<file path="config.mk">
export PLATFORM = sky130hd
export DESIGN_NAME = cpob_bank
export DESIGN_NICKNAME = d
export VERILOG_FILES = /design/src/verilog/cpob_pkg.sv /design/src/verilog/cpob_bank.sv
export SDC_FILE = /design/constraint.sdc
export NUM_CORES = 2
export LEC_CHECK = 0
export BUFFER_PORTS_ARGS = -buffer_cell sky130_fd_sc_hd__clkbuf_2
export CORE_ASPECT_RATIO = 0.5
export CORE_MARGIN = 5
export CORE_UTILIZATION = 35
export CTS_CLUSTER_DIAMETER = 80
export DETAILED_ROUTE_END_ITERATION = 16
export SLEW_MARGIN = 20
export SYNTH_ARGS = -nofsm -noshare
export SYNTH_HDL_FRONTEND = slang
export SYNTH_SLANG_ARGS = --single-unit
</file>
<file path="constraint.sdc">
create_clock -name clock -period 6.35 [get_ports clock]
set_clock_uncertainty 0.05 [all_clocks]
set_input_delay 0.635 -clock clock [delete_from_list [all_inputs] [get_ports clock]]
set_output_delay 0.635 -clock clock [all_outputs]
set_load 0.02 [all_outputs]
</file>
<file path="src/verilog/cpob_pkg.sv">
// package with object indices, field layouts, reset values and carrier structs for the profile object bank
package cpob_pkg;

  // object dictionary indices
  localparam logic [15:0] CPOB_IDX_PROFILE  = 16'h1000;
  localparam logic [15:0] CPOB_IDX_SUMMARY  = 16'h1001;
  localparam logic [15:0] CPOB_IDX_HISTORY  = 16'h1003;
  localparam logic [15:0] CPOB_IDX_SYNC_ID  = 16'h1005;
  localparam logic [15:0] CPOB_IDX_SYNC_PER = 16'h1006;
  localparam logic [15:0] CPOB_IDX_NAME     = 16'h1008;
  localparam logic [7:0]  CPOB_SUB_ZERO     = 8'h00;

  // device profile word layout
  localparam logic [15:0] CPOB_PROFILE_NUM  = {8'h01, 8'h91};
  localparam int          CPOB_MOD_LSB      = 17;

  // fault summary bit positions
  localparam int          CPOB_FS_GENERAL   = 0;
  localparam int          CPOB_FS_COMM      = 4;
  localparam int          CPOB_FS_RSVD      = 6;

  // history entry layout and communication fault code logged on sync loss
  localparam int          CPOB_ENT_ADD_LSB  = 16;
  localparam logic [15:0] CPOB_SYNC_ERR     = 16'h8100;
  localparam int          CPOB_HIST_DEPTH   = 20;

  // sync identifier and period
  localparam int          CPOB_ID_BITS      = 11;
  localparam logic [31:0] CPOB_SYNC_ID_RST  = 32'h0000_0080;
  localparam logic [31:0] CPOB_SYNC_PER_RST = 32'h0000_0000;

  // sync supervision granularity: 2 ms steps at a 100 ns clock
  localparam int          CPOB_RES_US       = 2000;
  localparam int          CPOB_CLK_NS       = 100;
  localparam int          CPOB_TICK_CYCLES  = (CPOB_RES_US * 1000) / CPOB_CLK_NS;
  localparam logic [31:0] CPOB_RES_STEP     = 32'(CPOB_RES_US);
  localparam logic [31:0] CPOB_US_MAX       = 32'hffff_ffff;

  // device name text, four ascii characters; value is arbitrary
  localparam logic [31:0] CPOB_NAME_RST     = 32'h494f_4350;

  // master access to the object dictionary
  typedef struct packed {
    logic        valid;
    logic        write;
    logic [15:0] index;
    logic [7:0]  subindex;
    logic [31:0] wdata;
  } cpob_req_s;

  // answer to a master access
  typedef struct packed {
    logic        ack;
    logic        abort;
    logic [31:0] rdata;
  } cpob_rsp_s;

  // fault reported by the device logic
  typedef struct packed {
    logic        valid;
    logic [15:0] code;
    logic [15:0] add;
  } cpob_fault_s;

  // emergency message contents
  typedef struct packed {
    logic        valid;
    logic [15:0] code;
    logic [15:0] add;
    logic [7:0]  summary;
  } cpob_emcy_s;

endpackage

</file>
<file path="src/verilog/cpob_bank.sv">
// communication profile object bank: device type, fault summary, history, sync id, sync period, name
//
// Overview of operation
// - module-present flags set profile word bits
// - lower half holds profile number 0x0191
// - summary byte bit per fault category
// - emergency message carries current summary byte
// - any category fault other than reserved bit 6, or sync loss, sets the general bit
// - new fault enters position one, others shift
// - at most twenty entries, count reports stored
// - full history drops the entry at position twenty
// - entry: additional code high, error code low
// - writing zero to count clears history
// - sync id eleven bits, upper bits zero
// - sync period checked in 2 ms steps
// - zero period disables sync supervision
// - read-only device name text object
`timescale 1ns/10ps

module cpob_bank #(
  parameter int TICK_CYCLES = cpob_pkg::CPOB_TICK_CYCLES, // clock cycles per 2 ms step
  parameter int HIST_DEPTH  = cpob_pkg::CPOB_HIST_DEPTH   // fault history entries
) (
  input  wire logic                  clock,        // 10 MHz clock
  input  wire logic                  resetn,       // async reset, active low
  input  wire cpob_pkg::cpob_req_s   od_req,       // master access
  output cpob_pkg::cpob_rsp_s        od_rsp,       // answer, one cycle later
  input  wire logic [3:0]            mod_present,  // di, do, ai, ao attached
  input  wire logic [7:1]            fault_cat,    // active fault categories
  input  wire cpob_pkg::cpob_fault_s fault_evt,    // new fault to log
  input  wire logic                  sync_rx,      // sync message received
  output cpob_pkg::cpob_emcy_s       emcy,         // emergency to transmit
  output logic [7:0]                 fault_sum,    // current fault summary
  output logic [10:0]                sync_id       // active sync identifier
);
  import cpob_pkg::*;

  localparam int TW = $clog2(TICK_CYCLES + 1);
  localparam int CW = $clog2(HIST_DEPTH + 1);

  // refuse sizes the count field or the tick counter cannot serve
  if (HIST_DEPTH < 1 || HIST_DEPTH > 254) begin : g_bad_depth
    $error("cpob_bank: HIST_DEPTH out of range");
  end
  if (TICK_CYCLES < 1) begin : g_bad_tick
    $error("cpob_bank: TICK_CYCLES must be at least one");
  end

  typedef struct packed {
    logic [HIST_DEPTH-1:0][31:0] hist;      // position 1 is element 0
    logic [CW-1:0]               count;
    logic [31:0]                 sync_id;
    logic [31:0]                 sync_per;
    logic [TW-1:0]               tick;
    logic [31:0]                 elapsed;   // microseconds since last sync
    logic                        sync_lost; // sticky until next sync or period write
    logic                        log_pend;  // sync loss waiting for a history slot
    logic [31:0]                 profile;
    logic [7:0]                  summary;
    cpob_rsp_s                   rsp;
    cpob_emcy_s                  emcy;
  } cpob_state_s;

  cpob_state_s state_q;
  cpob_state_s state_d;

  // true when the index names an object that accepts no writes
  function automatic logic cpob_ro(input logic [15:0] idx);
    cpob_ro = (idx == CPOB_IDX_PROFILE) || (idx == CPOB_IDX_SUMMARY) || (idx == CPOB_IDX_NAME);
  endfunction

  // summary byte built from the category inputs and the sync loss flag
  function automatic logic [7:0] cpob_sum(input logic [7:1] cat, input logic lost);
    logic [7:0] s;
    s = {cat, 1'b0};
    s[CPOB_FS_COMM] = s[CPOB_FS_COMM] | lost;
    s[CPOB_FS_RSVD] = 1'b0;
    s[CPOB_FS_GENERAL] = |s;
    cpob_sum = s;
  endfunction

  logic [7:0]  sum_now;
  logic        timeout;
  logic        do_log;
  logic [31:0] log_entry;
  logic        clear_hist;
  logic [7:0]  hsub;

  always_comb begin
    state_d = state_q;
    hsub = od_req.subindex;

    // sync supervision: accumulate 2 ms steps, compare against the period in microseconds
    timeout = 1'b0;
    if (sync_rx || state_q.sync_per == CPOB_SYNC_PER_RST) begin
      state_d.tick = '0;
      state_d.elapsed = '0;
      if (sync_rx) state_d.sync_lost = 1'b0;
    end else if (state_q.tick == TW'(TICK_CYCLES - 1)) begin
      state_d.tick = '0;
      if (state_q.elapsed > CPOB_US_MAX - CPOB_RES_STEP) state_d.elapsed = CPOB_US_MAX;
      else state_d.elapsed = state_q.elapsed + CPOB_RES_STEP;
    end else begin
      state_d.tick = state_q.tick + TW'(1);
    end
    // resolution is 2 ms, so a loss is seen up to one step late
    if (!sync_rx && state_q.sync_per != CPOB_SYNC_PER_RST && !state_q.sync_lost
        && state_q.elapsed > state_q.sync_per) begin
      timeout = 1'b1;
      state_d.sync_lost = 1'b1;
      state_d.log_pend = 1'b1;
    end

    sum_now = cpob_sum(fault_cat, state_d.sync_lost);
    state_d.summary = sum_now;
    state_d.profile = {8'h00, 3'b000, mod_present, 1'b0, CPOB_PROFILE_NUM};

    // external fault goes first; a pending sync loss takes the next free cycle
    do_log = fault_evt.valid || state_q.log_pend || timeout;
    if (fault_evt.valid) begin
      log_entry = {fault_evt.add, fault_evt.code};
    end else begin
      log_entry = {16'h0000, CPOB_SYNC_ERR};
      state_d.log_pend = 1'b0;
    end

    // master access: answer registered one cycle later
    clear_hist = 1'b0;
    state_d.rsp = '0;
    state_d.rsp.ack = od_req.valid;
    if (od_req.valid) begin
      unique case (od_req.index)
        CPOB_IDX_PROFILE, CPOB_IDX_SUMMARY, CPOB_IDX_NAME,
        CPOB_IDX_SYNC_ID, CPOB_IDX_SYNC_PER: begin
          if (od_req.subindex != CPOB_SUB_ZERO) begin
            state_d.rsp.abort = 1'b1;
          end else if (od_req.write && cpob_ro(od_req.index)) begin
            state_d.rsp.abort = 1'b1;
          end else if (od_req.write && od_req.index == CPOB_IDX_SYNC_ID) begin
            state_d.sync_id = {21'h0, od_req.wdata[CPOB_ID_BITS-1:0]};
          end else if (od_req.write) begin
            state_d.sync_per = od_req.wdata;
            state_d.tick = '0;
            state_d.elapsed = '0;
            state_d.sync_lost = 1'b0;
          end else begin
            unique case (od_req.index)
              CPOB_IDX_PROFILE: state_d.rsp.rdata = state_q.profile;
              CPOB_IDX_SUMMARY: state_d.rsp.rdata = {24'h0, state_q.summary};
              CPOB_IDX_SYNC_ID: state_d.rsp.rdata = state_q.sync_id;
              CPOB_IDX_SYNC_PER: state_d.rsp.rdata = state_q.sync_per;
              default: state_d.rsp.rdata = CPOB_NAME_RST;
            endcase
          end
        end
        CPOB_IDX_HISTORY: begin
          if (od_req.write) begin
            // only the count is writable, and only with zero
            if (hsub == CPOB_SUB_ZERO && od_req.wdata == 32'h0) clear_hist = 1'b1;
            else state_d.rsp.abort = 1'b1;
          end else if (hsub == CPOB_SUB_ZERO) begin
            state_d.rsp.rdata = 32'(state_q.count);
          end else if (hsub > 8'(HIST_DEPTH)) begin
            state_d.rsp.abort = 1'b1;
          end else begin
            // positions beyond the count read as zero
            state_d.rsp.rdata = state_q.hist[hsub - 8'h01];
          end
        end
        default: state_d.rsp.abort = 1'b1;
      endcase
    end

    // history: clear first, so a fault in the same cycle survives as entry 1
    if (clear_hist) begin
      state_d.hist = '0;
      state_d.count = '0;
    end
    if (do_log) begin
      // newest at position 1; the oldest falls off position 20 when full
      for (int i = HIST_DEPTH - 1; i > 0; i--) begin
        state_d.hist[i] = state_d.hist[i-1];
      end
      state_d.hist[0] = log_entry;
      if (state_d.count != CW'(HIST_DEPTH)) state_d.count = state_d.count + CW'(1);
    end

    // every logged fault goes out as an emergency with the live summary
    state_d.emcy.valid = do_log;
    state_d.emcy.code = log_entry[CPOB_ENT_ADD_LSB-1:0];
    state_d.emcy.add = log_entry[31:CPOB_ENT_ADD_LSB];
    state_d.emcy.summary = sum_now;
  end

  // single state register
  always_ff @(posedge clock or negedge resetn) begin
    if (!resetn) begin
      state_q <= '0;
      state_q.sync_id <= CPOB_SYNC_ID_RST;
      state_q.sync_per <= CPOB_SYNC_PER_RST;
    end else begin
      state_q <= state_d;
    end
  end

  assign od_rsp = state_q.rsp;
  assign emcy = state_q.emcy;
  assign fault_sum = state_q.summary;
  assign sync_id = state_q.sync_id[CPOB_ID_BITS-1:0];

endmodule

</file>
==> summary.json <==
{
  "critical_path.startpoint_type": {"value": "flip-flop"},
  "maxClockFrequency": {"value": 0.252, "unit": "GHz"},
  "syn_inst": {"value": 4200},
  "clockBufferDepth": {"value": 3},
  "worst-slew-pin-transition": {"value": 1180, "unit": "ps"},
  "ys_seq_area_share": {"value": 47.5, "unit": "%"},
  "synth_compound_gate_area_share": {"value": 18.1, "unit": "%"},
  "total_routed_wirelength": {"value": 112000, "unit": "um"},
  "post_synth_mux_area_share": {"value": 10.2, "unit": "%"},
  "placement.setup.worst_slack": {"value": 1860, "unit": "ps"},
  "worst_path_cell_trace": {"value": "inv_1 > ha_1 > nand4_1 > nor4_1 > nand2_1 > or3b_2 > o221a_4 > buf_12 > nand3b_1 > a21oi_1"},
  "main_combinational_cell_family_by_area_after_synthesis": {"value": "compound AO/OA/AOI/OAI gates"},
  "cts_made_buffers": {"value": 82},
  "most_frequent_cells_in_the_layout": {"value": "sky130_fd_sc_hd__dfrtp_1, sky130_fd_sc_hd__a21oi_1, sky130_fd_sc_hd__nand3b_1"},
  "critical_path_peak_fanout": {"value": 127},
  "fp.dieW": {"value": 506, "unit": "um"},
  "worstSkewPairLatency": {"value": 680, "unit": "ps"},
  "final.min_clock_period": {"value": 3970, "unit": "ps"},
  "drt_first_pass_iters": {"value": 6},
  "timing.critical_path.to_type": {"value": "flip-flop"},
  "num_rows": {"value": 90},
  "power.static_leakage": {"value": 19.2, "unit": "nW"},
  "crit_arrival": {"value": 4500, "unit": "ps"},
  "nets": {"value": 4157},
  "critical_path.max_stage_delay": {"value": 820, "unit": "ps"},
  "final-setup-viol-count": {"value": 0},
  "relSlewSlack": {"value": 20.7, "unit": "%"},
  "drc": {"value": 0},
  "clock_tree_from_tritoncts": {"value": "yes"},
  "flow.area_growth_from_synthesis": {"value": 9.00, "unit": "%"},
  "layout.cells.most_common": {"value": "sky130_fd_sc_hd__dfrtp_1"},
  "buffer_ports.inserted": {"value": 195},
  "ant_nets": {"value": 0},
  "postSynthAreaPerCell": {"value": 10.2, "unit": "um2"},
  "io-pin-count": {"value": 199},
  "detailedRoute.firstIterationViolations": {"value": 2806},
  "worst-setup-path-type": {"value": "flip-flop to flip-flop"},
  "initial_core_util": {"value": 35.4, "unit": "%"},
  "synth_fa_ha_area_share": {"value": 1.14, "unit": "%"},
  "fraction_of_layout_instances_using_a_drive_strength_above_1": {"value": 14.6, "unit": "%"},
  "clkSlewWorstSetupHoldPaths": {"value": 60, "unit": "ps"},
  "synthXorXnorAreaFrac": {"value": 0.672, "unit": "%"},
  "synth_cell_type_count": {"value": 71},
  "final_cells": {"value": 5681},
  "cellPowerDensity": {"value": 284, "unit": "nW/um2"},
  "ys_seq_elements": {"value": 816},
  "via_count_of_the_first_global_routing_pass": {"value": 30900},
  "synth_cell_area": {"value": 43000, "unit": "um2"},
  "post_drt_via_cell_ratio": {"value": 5.62},
  "floorplan.core_area": {"value": 121000, "unit": "um2"},
  "maxSlewViolCount": {"value": 0},
  "outcome": {"value": "finished, final reports clean"},
  "ctsRootBufferMaster": {"value": "sky130_fd_sc_hd__clkbuf_16"},
  "number_of_enable_flip_flop_cells_after_synthesis": {"value": 0},
  "antenna_found_initial": {"value": 1},
  "count_of_max_cap_constraint_violations": {"value": 0},
  "totalNegativeSetupSlack": {"value": 0, "unit": "ps"},
  "antennaDiodeCount": {"value": 0},
  "ir_drop": {"value": 186, "unit": "uV"},
  "grt_pass1_wl": {"value": 177000, "unit": "um"},
  "detailed_placement_wirelength_estimate": {"value": 67000, "unit": "um"},
  "synthFlopType": {"value": "sky130_fd_sc_hd__dfrtp_1"},
  "finalHoldViolCount": {"value": 0},
  "grt_start_max_net_pins": {"value": 332},
  "ys.warnings.count": {"value": 0},
  "numPlacedInstances": {"value": 5529},
  "hold_path.class": {"value": "primary input to flip-flop"},
  "post_synth_and_or_nand_nor_area_fraction": {"value": 15.3, "unit": "%"},
  "worst_path_max_delay_cell": {"value": "sky130_fd_sc_hd__o221a_4"},
  "ctsResizeCount": {"value": 0},
  "critical_path.top_delay_family": {"value": "simple AND/OR/NAND/NOR gates"},
  "synthArstFlopShare": {"value": 100, "unit": "%"},
  "finalWeightedCongestion": {"value": 0.871},
  "rsz0062_at_grt": {"value": "false"},
  "worstPathBufferInverterCount": {"value": 2},
  "grt_use_total": {"value": 16.5, "unit": "%"},
  "detailroute.via_count": {"value": 31900},
  "grt.overflow.total": {"value": 0},
  "die_h": {"value": 258, "unit": "um"},
  "critPathRequiredTime": {"value": 6880, "unit": "ps"},
  "wl_per_cell": {"value": 19.7, "unit": "um"},
  "number_of_clock_sinks": {"value": 816},
  "floorplan.die_area": {"value": 130000, "unit": "um2"},
  "cts-htree-levels": {"value": 3},
  "finalWorstSetupSlack": {"value": 2380, "unit": "ps"},
  "timing.final.crit_share": {"value": 62.5, "unit": "%"}
}
## through the flow
step / hold WS, ps / power [mW] / utilization, % / cell area [um2]
2_1_floorplan: 289 / 7.72 / - / 43000
3_3_place_gp: 414 / 8.27 / 36.3 / 44000
3_5_place_dp: 428 / 8.38 / 36.3 / 44000
4_1_cts: 0.191 / 13.4 / 38.6 / 46800
5_1_grt: 0.252 / 13.9 / 38.6 / 46900
6_report: 36.9 / 13.3 / 38.6 / 46900
## cell usage after synthesis, types with 3 or more instances
cell	instances	area (um2)
sky130_fd_sc_hd__a21oi_1	709	3550
sky130_fd_sc_hd__a21o_1	31	233
sky130_fd_sc_hd__nand3_1	21	105
sky130_fd_sc_hd__o21ai_0	184	921
sky130_fd_sc_hd__a22oi_1	13	97.6
sky130_fd_sc_hd__nand2b_1	10	62.6
sky130_fd_sc_hd__nand3b_1	609	4570
sky130_fd_sc_hd__nand4_1	18	113
sky130_fd_sc_hd__dfrtp_1	815	20400
sky130_fd_sc_hd__buf_4	127	953
sky130_fd_sc_hd__nor3b_1	4	30.0
sky130_fd_sc_hd__mux2_1	10	113
sky130_fd_sc_hd__inv_1	48	180
sky130_fd_sc_hd__and2_1	32	200
sky130_fd_sc_hd__xor2_1	15	131
sky130_fd_sc_hd__mux4_2	160	3600
sky130_fd_sc_hd__xnor2_1	18	158
sky130_fd_sc_hd__mux2_2	27	304
sky130_fd_sc_hd__nor3_1	34	170
sky130_fd_sc_hd__buf_1	6	22.5
sky130_fd_sc_hd__or2_2	4	25.0
sky130_fd_sc_hd__nor2b_1	24	150
sky130_fd_sc_hd__a311oi_1	3	26.3
sky130_fd_sc_hd__buf_2	94	470
sky130_fd_sc_hd__o21ai_1	504	2520
sky130_fd_sc_hd__buf_6	36	405
sky130_fd_sc_hd__o22a_1	4	35.0
sky130_fd_sc_hd__or3_1	4	25.0
sky130_fd_sc_hd__a221oi_1	9	78.8
sky130_fd_sc_hd__ha_1	39	488
sky130_fd_sc_hd__nand2_1	106	398
sky130_fd_sc_hd__and3_1	8	50.1
sky130_fd_sc_hd__nor4b_1	3	26.3
sky130_fd_sc_hd__nor4_1	21	131
sky130_fd_sc_hd__clkbuf_1	269	1010
sky130_fd_sc_hd__nor2_1	83	312
sky130_fd_sc_hd__a211oi_1	16	120
sky130_fd_sc_hd__mux2i_1	36	360
## layer usage
metal	track usage, %	share of wire, %	vias up
met2	26.0	47	680
li1	-	-	14800
met3	2.78	4.3	143
met1	23.8	47	16300
met5	0	0.012	-
met4	4.00	2.2	2
## power breakdown
group | switching, mW | internal [mW] | leakage [nW] | total [mW]
combinational | 0.967 | 0.961 | 7.17 | 1.93
clock | 2.16 | 2.84 | 1.35 | 5.00
sequential | 0.508 | 5.86 | 10.7 | 6.37
## area by class of cell
class,count,area [um2]
clock buffer,108,2330
clock inverter,34,374
fill,11700,74400
inverter,48,180
multi-input combinational,2805,19600
sequential,816,20400
tap,1610,2010
timing repair buffer,260,1910
## kinds of logic after synthesis
kind of cell,count (synthesis)
muxes,233
and+or+nand+nor,999
AOI/OAI and AO/OA,1498
xor gates and xnor gates,33
adders and majority gates,39
buffers and inverters,580
DFF,816
other,2
## repair_timing
item,4_1_cts,5_1_grt
hold buffers,7,0
buffers inserted,0,0
hold endpoints to repair,72,0
## final timing paths
path / from / endpoint / slack [ps] / depth (start not counted)
worst max-delay path: state_q[175] / state_q[766] / 2380 / 10
min in group asynchronous: resetn / state_q[512] / 510 / 2
worst max register to register: state_q[175] / state_q[766] / 2380 / 10
max in group asynchronous: resetn / state_q[785] / 4230 / 4
worst min register to register: state_q[149] / state_q[149] / 440 / 1
worst min-delay path: mod_present[0] / state_q[100] / 40 / 1
## flip-flops by register name (all words and copies together) (netlist names)
name / flops
emcy: 40
state_q: 731
od_rsp: 34
sync_id: 11
## worst reg2reg max path, cell delays in order, from the launching register on
cell and delay (ps):
sky130_fd_sc_hd__dfrtp_1 430, sky130_fd_sc_hd__inv_1 110, sky130_fd_sc_hd__ha_1 330, sky130_fd_sc_hd__nand4_1 170
sky130_fd_sc_hd__nor4_1 640, sky130_fd_sc_hd__nand2_1 110, sky130_fd_sc_hd__or3b_2 280, sky130_fd_sc_hd__o221a_4 820
sky130_fd_sc_hd__buf_12 540, sky130_fd_sc_hd__nand3b_1 220, sky130_fd_sc_hd__a21oi_1 180
Power figures use the tool's default switching activity.
